## src/design/geometry_cfg.svh

```systemverilog
// Constants of the identification geometry block: offsets, limits, reset values and bit fields.
`ifndef GEOMETRY_CFG_SVH
`define GEOMETRY_CFG_SVH
`define GEO_SMALL_LIMIT 32'h000F_C000
`define GEO_LARGE_LIMIT 32'h00FC_0000
`define GEO_SMALL_CYL_MAX 16'h0400
`define GEO_CYL_MAX_4H 16'hFFFF
`define GEO_CYL_MAX_8H 16'h7FFF
`define GEO_CYL_MAX_16H 16'h3FFF
`define GEO_HEADS_MAX 5'h10
`define GEO_SECT_MAX 8'h3F
`define GEO_CUR_SECT_MAX 8'hFF
`define GEO_CYL_SAT 32'h0000_FFFF
`define GEO_DIV_STEPS 6'h20
`define GEO_OFF_W1 12'h004
`define GEO_OFF_W3 12'h00C
`define GEO_OFF_W6 12'h018
`define GEO_OFF_W53 12'h0D4
`define GEO_OFF_W54 12'h0D8
`define GEO_OFF_W55 12'h0DC
`define GEO_OFF_W56 12'h0E0
`define GEO_OFF_W57 12'h0E4
`define GEO_OFF_W58 12'h0E8
`define GEO_OFF_W60 12'h0F0
`define GEO_OFF_W61 12'h0F4
`define GEO_OFF_CTRL 12'h200
`define GEO_OFF_INIT 12'h204
`define GEO_OFF_STAT 12'h208
`define GEO_INIT_HEADS_LSB 0
`define GEO_INIT_SECT_LSB 8
`define GEO_STAT_BUSY 0
`define GEO_STAT_INITED 1
`define GEO_STAT_VALID 2
`define GEO_CTRL_ORPHAN 0
`define GEO_RST_ORPHAN 1'b0
`endif

```

## src/design/geometry_pkg.sv

```systemverilog
// Types shared by the identification geometry block.
package geometry_pkg;
   typedef enum logic [1:0] {st_idle, st_divide, st_finish} geo_state_t;
   typedef struct packed {
      logic psel;
      logic penable;
      logic pwrite;
      logic [11:0] paddr;
      logic [31:0] pwdata;
   } apb_req_t;
   typedef struct packed {
      geo_state_t state;
      logic inited;
      logic valid;
      logic orphan_allow;
      logic [15:0] cyl;
      logic [4:0] heads;
      logic [7:0] sect;
      logic [31:0] quo;
      logic [12:0] rem;
      logic [11:0] divisor;
      logic [5:0] cnt;
      logic [31:0] rdata;
      logic err;
   } geo_regs_t;
endpackage

```

## src/design/identify_geometry.sv

```systemverilog
// Identification geometry words behind an APB register slave.
//
// Contract
// - Capacity is classed against 1,032,192 and 16,515,072 sector thresholds.
// - Small drives report default cylinders of at most 1,024.
// - Mid drives cap default cylinders by head count: 65,535, 32,767, 16,383.
// - Default heads never exceed 16.
// - Default sectors per track never exceed 63 up to the large limit.
// - Default cylinder, head and sector words are constants.
// - Current translation words 53 to 58 are always provided.
// - Word 53 bit 0 is one while the current translation is valid.
// - Unsupported translation clears word 53 bit 0 and zeroes words 54 to 58.
// - Before any geometry command current cylinders equal default cylinders.
// - After a geometry command cylinders are sectors over heads times sectors, saturated.
// - Current heads come from the last geometry command, else default heads.
// - Current sectors come from the last geometry command, else default sectors.
// - Words 57 and 58 hold cylinders times heads times sectors.
// - CHS capacity never exceeds a nonzero LBA capacity.
// - Words 60 and 61 report the constant total user sector count.
// - Drives above the small limit should support logical block addressing.
// - The device may permit or refuse CHS access to orphan sectors.
// - Defaults should keep orphan sectors below heads times sectors.
//
// Decided for this implementation: the register addresses and the APB slave port.
`timescale 1ns/100ps
`include "geometry_cfg.svh"
module identify_geometry #(
   parameter logic [15:0] DEF_CYL = 16'h3FFF,
   parameter logic [4:0] DEF_HEADS = 5'h10,
   parameter logic [7:0] DEF_SECT = 8'h3F,
   parameter logic [31:0] LBA_SECTORS = 32'h00FB_FC10
) (
   input wire logic ref_clk,
   input wire logic reset,
   input wire geometry_pkg::apb_req_t apb_req,
   output logic pready,
   output logic [31:0] prdata,
   output logic pslverr,
   output logic orphan_chs_allow,
   output logic busy
);
   // Capacity class selects the limits on the default words.
   localparam logic is_small = (LBA_SECTORS <= `GEO_SMALL_LIMIT);
   localparam logic is_mid = !is_small && (LBA_SECTORS <= `GEO_LARGE_LIMIT);
   localparam logic [4:0] def_heads_c = (DEF_HEADS > `GEO_HEADS_MAX) ?
      `GEO_HEADS_MAX : DEF_HEADS;
   localparam logic [7:0] def_sect_c = (!is_small && !is_mid) ? DEF_SECT :
      ((DEF_SECT > `GEO_SECT_MAX) ? `GEO_SECT_MAX : DEF_SECT);
   localparam logic [15:0] cyl_cap = is_small ? `GEO_SMALL_CYL_MAX :
      !is_mid ? `GEO_CYL_MAX_4H :
      (def_heads_c <= 5'h04) ? `GEO_CYL_MAX_4H :
      (def_heads_c <= 5'h08) ? `GEO_CYL_MAX_8H : `GEO_CYL_MAX_16H;
   localparam logic [15:0] def_cyl_c = (DEF_CYL > cyl_cap) ? cyl_cap : DEF_CYL;

   geometry_pkg::geo_regs_t r_q;
   geometry_pkg::geo_regs_t r_d;
   logic [31:0] chs_cap;
   logic setup;
   logic access;
   logic [12:0] rem_shift;
   logic [31:0] rd_word;
   logic rd_hit;
   logic [4:0] new_heads;
   logic [7:0] new_sect;

   // Words 57 and 58 are always the product of the current words.
   assign chs_cap = 32'(r_q.cyl) * 32'(r_q.heads) * 32'(r_q.sect);
   assign setup = apb_req.psel && !apb_req.penable;
   assign access = apb_req.psel && apb_req.penable;
   assign pready = access;
   assign prdata = r_q.rdata;
   assign pslverr = access && r_q.err;
   assign orphan_chs_allow = r_q.orphan_allow;
   assign busy = (r_q.state != geometry_pkg::st_idle);
   assign new_heads = apb_req.pwdata[`GEO_INIT_HEADS_LSB +: 5];
   assign new_sect = apb_req.pwdata[`GEO_INIT_SECT_LSB +: 8];
   assign rem_shift = {r_q.rem[11:0], r_q.quo[31]};

   // Read decode; the LBA word pair keeps its low half at the lower word.
   always_comb begin
      rd_hit = 1'b1;
      rd_word = 32'h0000_0000;
      if (apb_req.paddr == `GEO_OFF_W1) begin
         rd_word = {16'h0000, def_cyl_c};
      end else if (apb_req.paddr == `GEO_OFF_W3) begin
         rd_word = {27'h000_0000, def_heads_c};
      end else if (apb_req.paddr == `GEO_OFF_W6) begin
         rd_word = {24'h00_0000, def_sect_c};
      end else if (apb_req.paddr == `GEO_OFF_W53) begin
         rd_word = {31'h0000_0000, r_q.valid};
      end else if (apb_req.paddr == `GEO_OFF_W54) begin
         rd_word = {16'h0000, r_q.cyl};
      end else if (apb_req.paddr == `GEO_OFF_W55) begin
         rd_word = {27'h000_0000, r_q.heads};
      end else if (apb_req.paddr == `GEO_OFF_W56) begin
         rd_word = {24'h00_0000, r_q.sect};
      end else if (apb_req.paddr == `GEO_OFF_W57) begin
         rd_word = {16'h0000, chs_cap[15:0]};
      end else if (apb_req.paddr == `GEO_OFF_W58) begin
         rd_word = {16'h0000, chs_cap[31:16]};
      end else if (apb_req.paddr == `GEO_OFF_W60) begin
         rd_word = {16'h0000, LBA_SECTORS[15:0]};
      end else if (apb_req.paddr == `GEO_OFF_W61) begin
         rd_word = {16'h0000, LBA_SECTORS[31:16]};
      end else if (apb_req.paddr == `GEO_OFF_CTRL) begin
         rd_word = {31'h0000_0000, r_q.orphan_allow};
      end else if (apb_req.paddr == `GEO_OFF_INIT) begin
         rd_word = {16'h0000, r_q.sect, 3'h0, r_q.heads};
      end else if (apb_req.paddr == `GEO_OFF_STAT) begin
         rd_word = {29'h0000_0000, r_q.valid, r_q.inited, busy};
      end else begin
         rd_hit = 1'b0;
      end
   end

   // Next state: bus capture, geometry command, and a restoring divider.
   always_comb begin
      r_d = r_q;
      if (setup) begin
         r_d.rdata = apb_req.pwrite ? 32'h0000_0000 : rd_word;
         r_d.err = !rd_hit || (apb_req.pwrite && apb_req.paddr == `GEO_OFF_INIT && busy);
      end
      if (access && apb_req.pwrite && !r_q.err) begin
         if (apb_req.paddr == `GEO_OFF_CTRL) begin
            r_d.orphan_allow = apb_req.pwdata[`GEO_CTRL_ORPHAN];
         end else if (apb_req.paddr == `GEO_OFF_INIT) begin
            r_d.inited = 1'b1;
            if (new_heads == 5'h00 || new_heads > `GEO_HEADS_MAX || new_sect == 8'h00) begin
               r_d.valid = 1'b0;
               r_d.cyl = 16'h0000;
               r_d.heads = 5'h00;
               r_d.sect = 8'h00;
            end else begin
               r_d.valid = 1'b0;
               r_d.heads = new_heads;
               r_d.sect = new_sect;
               r_d.cyl = 16'h0000;
               r_d.divisor = 12'(new_heads) * 12'(new_sect);
               r_d.quo = LBA_SECTORS;
               r_d.rem = 13'h0000;
               r_d.cnt = `GEO_DIV_STEPS;
               r_d.state = geometry_pkg::st_divide;
            end
         end
      end
      case (r_q.state)
         geometry_pkg::st_divide: begin
            if (rem_shift >= {1'b0, r_q.divisor}) begin
               r_d.rem = rem_shift - {1'b0, r_q.divisor};
               r_d.quo = {r_q.quo[30:0], 1'b1};
            end else begin
               r_d.rem = rem_shift;
               r_d.quo = {r_q.quo[30:0], 1'b0};
            end
            r_d.cnt = r_q.cnt - 6'h01;
            if (r_q.cnt == 6'h01) begin
               r_d.state = geometry_pkg::st_finish;
            end
         end
         geometry_pkg::st_finish: begin
            // Saturation keeps the product below the LBA count as well.
            r_d.cyl = (r_q.quo > `GEO_CYL_SAT) ? 16'hFFFF : r_q.quo[15:0];
            r_d.valid = 1'b1;
            r_d.state = geometry_pkg::st_idle;
         end
         default: begin
         end
      endcase
   end

   always_ff @(posedge ref_clk) begin
      if (reset) begin
         r_q <= '0;
         r_q.state <= geometry_pkg::st_idle;
         r_q.valid <= 1'b1;
         r_q.cyl <= def_cyl_c;
         r_q.heads <= def_heads_c;
         r_q.sect <= def_sect_c;
         r_q.orphan_allow <= `GEO_RST_ORPHAN;
      end else begin
         r_q <= r_d;
      end
   end

   a_cap_product: assert property (@(posedge ref_clk) disable iff (reset)
      access && !apb_req.pwrite && apb_req.paddr == `GEO_OFF_W57 && $past(setup)
      |-> prdata[15:0] == chs_cap[15:0])
      else $error("Low capacity word differs from the product.");
   a_cap_below_lba: assert property (@(posedge ref_clk) disable iff (reset)
      LBA_SECTORS != 32'h0000_0000 |-> chs_cap <= LBA_SECTORS)
      else $error("CHS capacity exceeds LBA capacity.");
   a_default_cyl: assert property (@(posedge ref_clk) disable iff (reset)
      !r_q.inited |-> r_q.cyl == def_cyl_c && r_q.valid)
      else $error("Current cylinders differ from default before a command.");
   a_bad_clears: assert property (@(posedge ref_clk) disable iff (reset)
      access && apb_req.pwrite && apb_req.paddr == `GEO_OFF_INIT && !r_q.err
      && new_sect == 8'h00 |=> !r_q.valid && chs_cap == 32'h0000_0000
      && r_q.heads == 5'h00 && r_q.cyl == 16'h0000)
      else $error("Unsupported translation left words set.");
   a_div_result: assert property (@(posedge ref_clk) disable iff (reset)
      r_q.state == geometry_pkg::st_finish |=> r_q.valid
      && 32'(r_q.cyl) == (($past(r_q.quo) > `GEO_CYL_SAT) ? `GEO_CYL_SAT : $past(r_q.quo)))
      else $error("Current cylinders not saturated quotient.");
   a_div_length: assert property (@(posedge ref_clk) disable iff (reset)
      $rose(busy) |-> ##33 !busy && r_q.valid)
      else $error("Geometry computation took the wrong time.");
   a_head_range: assert property (@(posedge ref_clk) disable iff (reset)
      r_q.valid |-> r_q.heads >= 5'h01 && r_q.heads <= `GEO_HEADS_MAX && r_q.sect != 8'h00)
      else $error("Valid translation with out of range heads or sectors.");
   a_default_limits: assert property (@(posedge ref_clk) disable iff (reset)
      def_heads_c <= `GEO_HEADS_MAX && def_cyl_c <= cyl_cap
      && (is_small || !is_mid || def_sect_c <= `GEO_SECT_MAX))
      else $error("Default geometry outside its limits.");
   a_lba_words: assert property (@(posedge ref_clk) disable iff (reset)
      access && !apb_req.pwrite && apb_req.paddr == `GEO_OFF_W61 && $past(setup)
      |-> prdata[15:0] == LBA_SECTORS[31:16])
      else $error("High LBA word wrong.");
   a_orphans_few: assert property (@(posedge ref_clk) disable iff (reset)
      !r_q.inited |-> LBA_SECTORS - chs_cap < 32'(r_q.heads) * 32'(r_q.sect))
      else $error("Default geometry leaves too many orphan sectors.");
   a_apb_answer: assert property (@(posedge ref_clk) disable iff (reset)
      setup |=> pready)
      else $error("Access phase without ready.");

   // The first edge after reset shows the clamped default translation.
   a_reset_values: assert property (@(posedge ref_clk)
      $fell(reset) |-> r_q.valid && r_q.cyl == def_cyl_c && r_q.heads == def_heads_c
      && r_q.sect == def_sect_c && !busy)
      else $error("Translation after reset differs from the defaults.");

   // Word 1 always reads the clamped default cylinder count.
   a_word1_read: assert property (@(posedge ref_clk) disable iff (reset)
      access && !apb_req.pwrite && apb_req.paddr == `GEO_OFF_W1
      |-> prdata == {16'h0000, def_cyl_c})
      else $error("Default cylinder word changed.");

   // Word 3 always reads the clamped default head count.
   a_word3_read: assert property (@(posedge ref_clk) disable iff (reset)
      access && !apb_req.pwrite && apb_req.paddr == `GEO_OFF_W3
      |-> prdata == {27'h000_0000, def_heads_c})
      else $error("Default head word changed.");

   // Word 6 always reads the clamped default sector count.
   a_word6_read: assert property (@(posedge ref_clk) disable iff (reset)
      access && !apb_req.pwrite && apb_req.paddr == `GEO_OFF_W6
      |-> prdata == {24'h00_0000, def_sect_c})
      else $error("Default sector word changed.");

   // Word 60 carries the low half of the LBA count.
   a_word60_read: assert property (@(posedge ref_clk) disable iff (reset)
      access && !apb_req.pwrite && apb_req.paddr == `GEO_OFF_W60
      |-> prdata == {16'h0000, LBA_SECTORS[15:0]})
      else $error("Low LBA word wrong.");

   // Word 53 shows the valid flag as it stood in the setup cycle.
   a_word53_read: assert property (@(posedge ref_clk) disable iff (reset)
      access && !apb_req.pwrite && apb_req.paddr == `GEO_OFF_W53 && $past(setup)
      |-> prdata == {31'h0000_0000, $past(r_q.valid)})
      else $error("Valid flag word wrong.");

   // Word 54 shows the current cylinders as they stood in the setup cycle.
   a_word54_read: assert property (@(posedge ref_clk) disable iff (reset)
      access && !apb_req.pwrite && apb_req.paddr == `GEO_OFF_W54 && $past(setup)
      |-> prdata == {16'h0000, $past(r_q.cyl)})
      else $error("Current cylinder word wrong.");

   // Word 55 shows the current heads as they stood in the setup cycle.
   a_word55_read: assert property (@(posedge ref_clk) disable iff (reset)
      access && !apb_req.pwrite && apb_req.paddr == `GEO_OFF_W55 && $past(setup)
      |-> prdata == {27'h000_0000, $past(r_q.heads)})
      else $error("Current head word wrong.");

   // Word 56 shows the current sectors as they stood in the setup cycle.
   a_word56_read: assert property (@(posedge ref_clk) disable iff (reset)
      access && !apb_req.pwrite && apb_req.paddr == `GEO_OFF_W56 && $past(setup)
      |-> prdata == {24'h00_0000, $past(r_q.sect)})
      else $error("Current sector word wrong.");

   // Word 58 carries the high half of the CHS capacity.
   a_word58_read: assert property (@(posedge ref_clk) disable iff (reset)
      access && !apb_req.pwrite && apb_req.paddr == `GEO_OFF_W58 && $past(setup)
      |-> prdata[15:0] == $past(chs_cap[31:16]))
      else $error("High capacity word wrong.");

   // The status word reports busy, command seen and valid flag.
   a_stat_read: assert property (@(posedge ref_clk) disable iff (reset)
      access && !apb_req.pwrite && apb_req.paddr == `GEO_OFF_STAT && $past(setup)
      |-> prdata[2:0] == {$past(r_q.valid), $past(r_q.inited), $past(busy)})
      else $error("Status word wrong.");

   // A write returns zero read data.
   a_write_rdata_zero: assert property (@(posedge ref_clk) disable iff (reset)
      access && apb_req.pwrite |-> prdata == 32'h0000_0000)
      else $error("Read data not zero during a write.");

   // An address outside the map answers with an error.
   a_unmapped_err: assert property (@(posedge ref_clk) disable iff (reset)
      access && !rd_hit |-> pslverr)
      else $error("Unmapped address answered without error.");

   // A geometry command while busy is refused.
   a_busy_refuse: assert property (@(posedge ref_clk) disable iff (reset)
      setup && apb_req.pwrite && apb_req.paddr == `GEO_OFF_INIT && busy |=> pslverr)
      else $error("Geometry command while busy not refused.");

   // Ready and error stay low outside the access phase.
   a_ready_idle: assert property (@(posedge ref_clk) disable iff (reset)
      !access |-> !pready && !pslverr)
      else $error("Ready or error outside an access phase.");

   // An invalid translation at rest keeps words 54 to 58 at zero.
   a_invalid_zero: assert property (@(posedge ref_clk) disable iff (reset)
      !r_q.valid && !busy |-> r_q.cyl == 16'h0000 && r_q.heads == 5'h00
      && r_q.sect == 8'h00)
      else $error("Invalid translation left words set.");

   // A supported command starts the divider with the new heads and sectors.
   a_start_divide: assert property (@(posedge ref_clk) disable iff (reset)
      access && apb_req.pwrite && apb_req.paddr == `GEO_OFF_INIT && !r_q.err
      && new_heads != 5'h00 && new_heads <= `GEO_HEADS_MAX && new_sect != 8'h00
      |=> busy && !r_q.valid && r_q.cyl == 16'h0000 && r_q.heads == $past(new_heads)
      && r_q.sect == $past(new_sect))
      else $error("Geometry command did not start the computation.");

   // Current heads and sectors change only on a geometry command.
   a_heads_stable: assert property (@(posedge ref_clk) disable iff (reset)
      !(access && apb_req.pwrite && apb_req.paddr == `GEO_OFF_INIT)
      |=> $stable(r_q.heads) && $stable(r_q.sect))
      else $error("Current heads or sectors changed without a command.");

   // A control write sets the orphan access policy.
   a_orphan_write: assert property (@(posedge ref_clk) disable iff (reset)
      access && apb_req.pwrite && apb_req.paddr == `GEO_OFF_CTRL && !r_q.err
      |=> orphan_chs_allow == $past(apb_req.pwdata[`GEO_CTRL_ORPHAN]))
      else $error("Orphan policy not taken from the control write.");

   // The step counter stays inside its range while dividing.
   a_cnt_range: assert property (@(posedge ref_clk) disable iff (reset)
      r_q.state == geometry_pkg::st_divide
      |-> r_q.cnt >= 6'h01 && r_q.cnt <= `GEO_DIV_STEPS)
      else $error("Divider step count out of range.");

   // The valid flag is never set while the computation runs.
   a_valid_idle: assert property (@(posedge ref_clk) disable iff (reset)
      r_q.valid |-> !busy)
      else $error("Valid flag set during the computation.");

   c_init_ok: cover property (@(posedge ref_clk) disable iff (reset)
      r_q.state == geometry_pkg::st_finish);
   c_init_bad: cover property (@(posedge ref_clk) disable iff (reset)
      r_q.inited && !r_q.valid && !busy);
   c_saturate: cover property (@(posedge ref_clk) disable iff (reset)
      r_q.state == geometry_pkg::st_finish && r_q.quo > `GEO_CYL_SAT);
   c_busy_refuse: cover property (@(posedge ref_clk) disable iff (reset)
      pslverr && busy);
   c_back_to_back: cover property (@(posedge ref_clk) disable iff (reset)
      access ##1 access);
endmodule

```

## config.mk

```make
export PLATFORM = sky130hd
export DESIGN_NAME = identify_geometry
export DESIGN_NICKNAME = d
export VERILOG_FILES = /design/src/design/geometry_pkg.sv /design/src/design/identify_geometry.sv
export VERILOG_INCLUDE_DIRS = /design/src /design/src/design
export SDC_FILE = /design/constraint.sdc
export NUM_CORES = 1
export LEC_CHECK = 0
export BUFFER_PORTS_ARGS = -buffer_cell sky130_fd_sc_hd__buf_2
export CAP_MARGIN = 0
export CORE_ASPECT_RATIO = 1.5
export CORE_UTILIZATION = 50
export CTS_CLUSTER_SIZE = 10
export DETAILED_ROUTE_END_ITERATION = 7
export PLACE_DENSITY = 0.72
export SLEW_MARGIN = 20
export SYNTH_ARGS = -nofsm -noshare
export SYNTH_HDL_FRONTEND = slang
export SYNTH_SLANG_ARGS = --single-unit
```

## constraint.sdc

```tcl
create_clock -name ref_clk -period 9.9 [get_ports ref_clk]
set_input_delay 0.495 -clock ref_clk [delete_from_list [all_inputs] [get_ports ref_clk]]
set_output_delay 0.495 -clock ref_clk [all_outputs]
set_load 0.01 [all_outputs]
```

# After elaboration in Yosys (flattened, before gate mapping)
# Cells that the tools add are included.
# Widths: inputs -> output; s select.
[classes]
addsub = 2
mul = 3
order_cmp = 3
eq_ne = 20
n_mux = 45
n_bitwise = 2
reduce_logical = 26
[ops]
columns = ["op", "n"]
rows = [
  ["$mux 16", 15],
  ["$mux 92", 2],
  ["$mux 97", 1],
  ["$eq 12x8->1 const B", 8],
  ["$mux 63", 1],
  ["$mux 45", 1],
  ["$eq 12x10->1 const B", 3],
  ["$gt 32x16->1 const B", 1],
  ["$mux 32", 1],
  ["$mul 21x8->29", 1],
  ["$mul 16x5->21", 1],
  ["$mux 1", 15],
  ["$mux 14", 1],
  ["$ge 13x12->1", 1],
  ["$mux 13", 1],
  ["$sub 13x12->13", 1],
  ["$eq 12x3->1 const B", 1],
  ["$eq 12x4->1 const B", 1],
  ["$eq 12x5->1 const B", 1],
  ["$mul 5x8->12", 1],
  ["$reduce_bool 2->1", 5],
  ["$logic_not 8->1", 1],
  ["$mux 4", 2],
  ["$reduce_and 4->1", 2],
  ["other kinds (18)", 33],
]
[word_totals]
regBits = 129
inputBits = 49
out_inout_bits = 36
wordCells = 114

# Longest topological paths before layout
[logic_depth]
ltp_word = 17
ltp_mapped = 36
mapped_depth_nobuf = 34

# Worst setup path after synthesis
# OpenSTA, ideal clock, no wires.
[synth_timing]
path_kind = "reg2reg"
start = "reg r_q[108] (netlist bit)"
end = "reg r_q (netlist bit prdata[11])"
setup_time_ns = 0.130
arrival_time_ns = 8.059
t_required_ns = 9.770
slack_ns = 1.711
stages_incl_launch_ff = 34
n_path_buf = 2
period_less_slack_ns = 8.189
path_cell_list = "dfxtp_1 -> clkbuf_1 -> clkbuf_1 -> nand2_1 -> fa_1 -> fa_1 -> fa_1 -> inv_1 -> ha_1 -> nand3_1 -> o22ai_1 -> nand2b_1 -> o21ai_1 -> nor2_1 -> a211o_1 -> a21oi_1 -> xnor2_1 -> and2_1 -> fa_1 -> fa_1 -> fa_1 -> inv_1 -> fa_1 -> inv_1 -> ha_1 -> a21o_1 -> a21o_1 -> o21ai_0 -> o21bai_1 -> a41o_1 -> a311oi_2 -> xnor2_1 -> o21ai_1 -> o211ai_1"
[synth_via]
elab_chain_len = 12
[synth_lines]
columns = ["item", "line_no", "rtl"]
rows = [
  ["from (decl)", "identify_geometry.sv:55", "geometry_pkg::geo_regs_t r_q;"],
  ["from (signal assigned)", "identify_geometry.sv:181", "r_q <= r_d;"],
  ["$mul 16x5->21 *", "identify_geometry.sv:67", "assign chs_cap = 32'(r_q.cyl) * 32'(r_q.heads) * 32'(r_q.sect);"],
  ["$mul 21x8->29 *", "identify_geometry.sv:67", ""],
  ["$mux 16", "identify_geometry.sv:99", "end else if (apb_req.paddr == `GEO_OFF_W58) begin"],
  ["$mux 16 *", "identify_geometry.sv:97", "end else if (apb_req.paddr == `GEO_OFF_W57) begin"],
  ["$mux 16 *", "identify_geometry.sv:95", "end else if (apb_req.paddr == `GEO_OFF_W56) begin"],
  ["$mux 16 *", "identify_geometry.sv:93", "end else if (apb_req.paddr == `GEO_OFF_W55) begin"],
  ["$mux 16 *", "identify_geometry.sv:91", "end else if (apb_req.paddr == `GEO_OFF_W54) begin"],
  ["$mux 16 *", "identify_geometry.sv:89", "end else if (apb_req.paddr == `GEO_OFF_W53) begin"],
  ["$mux 16 *", "identify_geometry.sv:87", "end else if (apb_req.paddr == `GEO_OFF_W6) begin"],
  ["$mux 16 *", "identify_geometry.sv:85", "end else if (apb_req.paddr == `GEO_OFF_W3) begin"],
  ["$mux 16 *", "identify_geometry.sv:83", "if (apb_req.paddr == `GEO_OFF_W1) begin"],
  ["$mux 32 *", "identify_geometry.sv:120", "r_d.rdata = apb_req.pwrite ? 32'h0000_0000 : rd_word;"],
]
# Every way passes the cells marked *; elsewhere a longest branch is shown, timed or not.
# A chain may end at the register's enable or synchronous reset.

# Worst setup path after layout
[layout_timing]
start = "reg r_q[108] (netlist bit)"
end = "reg r_q (netlist bit prdata[7])"
# The elaborated chain is that of the path after synthesis.

==> metrics.csv <==
metric,value,unit
initial core utilization,51.0,%
Cell Rows,76,
FF-to-FF setup slack,0.72,ns
Die Wd,142,µm
"Largest stage delay, worst path",0.73,ns
Mapped Area,14700,µm²
Remaining DRCs,0,
Fin. Hold Viols,0,
Tightest Hold Check Type,in2reg,
power per cell area,78.1,nW/µm²
switching share of power,28.3,%
RR Endpoint,prdata[7]$_SDFFE_PP0P_,
clock power share,49.9,%
GPL Wtd Cong,0.945,
Clock Latency Late Sink,0.43,ns
Most common cell on crit path,fa_1,
Register-to-Register Path Depth,30,
Comb pwr share,12.8,%
critical path arrival,9.54,ns
P&R area growth vs syn,6.51,%
critical path launch point type,flip-flop,
Slew @ Worst Pin,1.12,ns
Avg Synthesized Cell Area,8.18,µm²
DP HPWL,28.9,mm
crit path time final,9.18,ns
Synth cell types,74,
CTS buffer count,17,
hold_buf cts,0,
ys flop type,dfxtp_1,
Slew Limit Fails,0,
sequential share of power,37.2,%
TritonCTS clock tree,done,
die height,212,µm
CTS max path bufs,2,
die area,30100,µm²
Ys Warns,0,
antenna violations before repair,0,
Port Buffers,49,
TritonRoute pass-1 iters,6,
vias per cell,5.63,
end point of the critical path,prdata[7]$_SDFFE_PP0P_,
max frequency,0.109,GHz
worst hold stages,3,
Tcrit/Tclk final,92.7,%
post-CTS setup buffers,0,
Stages on worst setup path,30,
crit path from,r_q[108]$_SDFFE_PP1P_,
cell family with the largest share of critical-path delay,adder cells,
I/O pin count,85,
DR vias,12300,
#FFs+latches synth,113,
worst-path maximum fanout,19,
clk sinks,113,
Routed WL per cell,16.9,µm
Antenna Cells,0,
routed wire length,37.0,mm
tightest slew margin relative to the limit,25.6,%
Net Sw Power,0.000346,W
first-pass GRT wire length,62.2,mm
largest net degree at the start of global routing,93,
Worst setup EP type,flip-flop,
"EDFF count, synth",0,
Max VDD drop,0.144,mV
post-synthesis cell count,1798,
Leakage,7.40,nW
"Seq/Total Area, Yosys",15.4,%
hold path start,apb_req[15],
internal power,0.000876,W
Max Clock Skew,0.0177,ns
Fin Hold WS,0.424,ns
CP Data Required Time,10.26,ns
GR Overflow Total,0,
crit path kind,reg2reg,
Final Net Count,2128,
Core ar.,28800,µm²
H-tree depth,4,
Max-cap violations,0,
fraction of layout cells with a size suffix above 1,7.15,%
reg-to-reg startpoint,r_q[108]$_SDFFE_PP1P_,
clock slew seen by the registers of the worst setup and hold paths,0.06,ns
vias in the first global route,12700,
status,finished clean,
root buffer cell,clkbuf_16,
initial DRC count,728,
setup_tns,0,ns
fin util,54.3,%
post-CTS resize count,0,
Final ANT Viol Nets,0,
Worst Path Buf+Inv,3,
CP max stage cell,dfxtp_1,
ys async rst share,0,%
Global Route Usage Sum,26.1,%
# setup viols final,0,
RSZ-0062 raised after global routing,false,
[layout by cell type, fill, tap and decap left out, drive strengths merged, types with 17 or more instances in the layout]
cell type  synthesis  final
inv              209    221
nand2            210    210
fa               174    174
and2             166    166
a21oi            133    133
ha               115    115
dfxtp            113    113
nor2              96     96
o21ai             85     85
buf               45     68
xnor2             40     40
and3              33     33
nand3             31     31
nor3              29     29
a21o              26     26
xor2              20     20
nor2b             19     19
nand3b            18     18
a211oi            17     17
clkbuf            65     17
[worst reg2reg max path, delay by kind of cell (launching register included)]
| family | cells | cell delay (ns) |
|---|---|---|
| adder cells (fa/ha/maj) | 9 | 4.34 |
| flip-flops | 1 | 0.73 |
| buffers and inverters | 3 | 0.14 |
| AO/OA/AOI/OAI | 11 | 2.02 |
| AND/OR/NAND/NOR | 5 | 0.87 |
| XOR/XNOR | 2 | 1.02 |
[metal layers]
layer,share of wire (%),GRT usage [%]
met3,3.8,2.93
met4,5.4,13.8
met1,37,28.5
met5,0,0
met2,54,48.9
[worst min path at each step]
| stage | end | slack (ns) |
|---|---|---|
| 6_report | r_q[103]$_SDFFE_PP0P_ | 0.42 |
| 3_5_place_dp | r_q[43]$_SDFFE_PP0P_ | 0.45 |
| 5_1_grt | r_q[102]$_SDFFE_PP0P_ | 0.44 |
| 4_1_cts | r_q[103]$_SDFFE_PP0P_ | 0.41 |
| 2_1_floorplan | prdata[14]$_SDFFE_PP0P_ | 0.43 |
| 3_3_place_gp | prdata[14]$_SDFFE_PP0P_ | 0.44 |
[area by class of cell]
| type | count | area, µm² |
|---|---|---|
| Fill cell | 2700 | 13200 |
| Multi-Input combinational cell | 1381 | 11100 |
| Sequential cell | 113 | 2260 |
| Inverter | 209 | 785 |
| Tap cell | 390 | 488 |
| Clock buffer | 17 | 425 |
| Timing Repair Buffer | 68 | 388 |
| Clock inverter | 15 | 159 |
[state kept, by name, summed over array words and instances, names as in the netlist]
register          cells
orphan_chs_allow      1
prdata               16
r_q                  96
[cells in the mapped netlist, types with 4 or more instances]
library cell / n / share of area (%)
fa_1: 174 / 24
o21a_1: 8 / 0.41
buf_2: 6 / 0.20
clkbuf_1: 65 / 1.7
mux2i_1: 11 / 0.75
o21ai_0: 77 / 2.6
inv_1: 209 / 5.3
a221oi_1: 5 / 0.30
ha_1: 115 / 9.8
buf_4: 37 / 1.9
nor2_1: 95 / 2.4
and3_1: 33 / 1.4
nor4_1: 9 / 0.38
a31oi_1: 6 / 0.26
nand4_1: 10 / 0.43
a21o_1: 24 / 1.2
a211oi_1: 17 / 0.87
a211o_1: 11 / 0.66
nor3_1: 27 / 0.92
xnor2_1: 38 / 2.3
nor2b_1: 19 / 0.81
nand3_1: 30 / 1.0
o31ai_1: 5 / 0.26
xor2_1: 20 / 1.2
o21bai_1: 4 / 0.20
a21oi_1: 130 / 4.4
nand2_1: 210 / 5.4
and2_1: 165 / 7.0
a41oi_1: 4 / 0.24
nand2b_1: 14 / 0.60
o21ai_1: 7 / 0.24
nand3b_1: 18 / 0.92
nor4_2: 4 / 0.34
or3_1: 10 / 0.43
or2_2: 4 / 0.17
dfxtp_1: 113 / 15
o22ai_1: 5 / 0.21
[power by group through the flow]
stage / clock (W) / combinational [W] / sequential, W
after global routing: 0.000638 / 0.000178 / 0.000455
after detailed placement: 0 / 0.000156 / 0.000465
after global placement: 0 / 0.000154 / 0.000465
final: 0.000610 / 0.000157 / 0.000455
after CTS: 0.000619 / 0.000157 / 0.000455
after floorplan: 0 / 0.000121 / 0.000465
[cell families after synthesis]
kind of cell / after synthesis / share of synthesized area [%]
and+or+nand+nor: 663 / 23.1
AOI/OAI and AO/OA: 342 / 14.4
buffers and inverters: 319 / 9.14
adders and majority gates: 289 / 33.5
DFF: 113 / 15.4
xor gates and xnor gates: 60 / 3.68
muxes: 11 / 0.749
other: 1 / 0.0255
[per-stage QoR]
stage / setup slack [ns] / power (W) / cells / area (µm²)
2_1_floorplan: 1.71 / 0.000586 / 1813 / 14800
3_3_place_gp: 0.949 / 0.000619 / 2161 / 15100
3_5_place_dp: 0.829 / 0.000622 / 2161 / 15100
4_1_cts: 0.808 / 0.00123 / 2193 / 15700
5_1_grt: 0.245 / 0.00127 / 2193 / 15700
6_report: 0.721 / 0.00122 / 2193 / 15700
(Power assumes the default switching activity.)
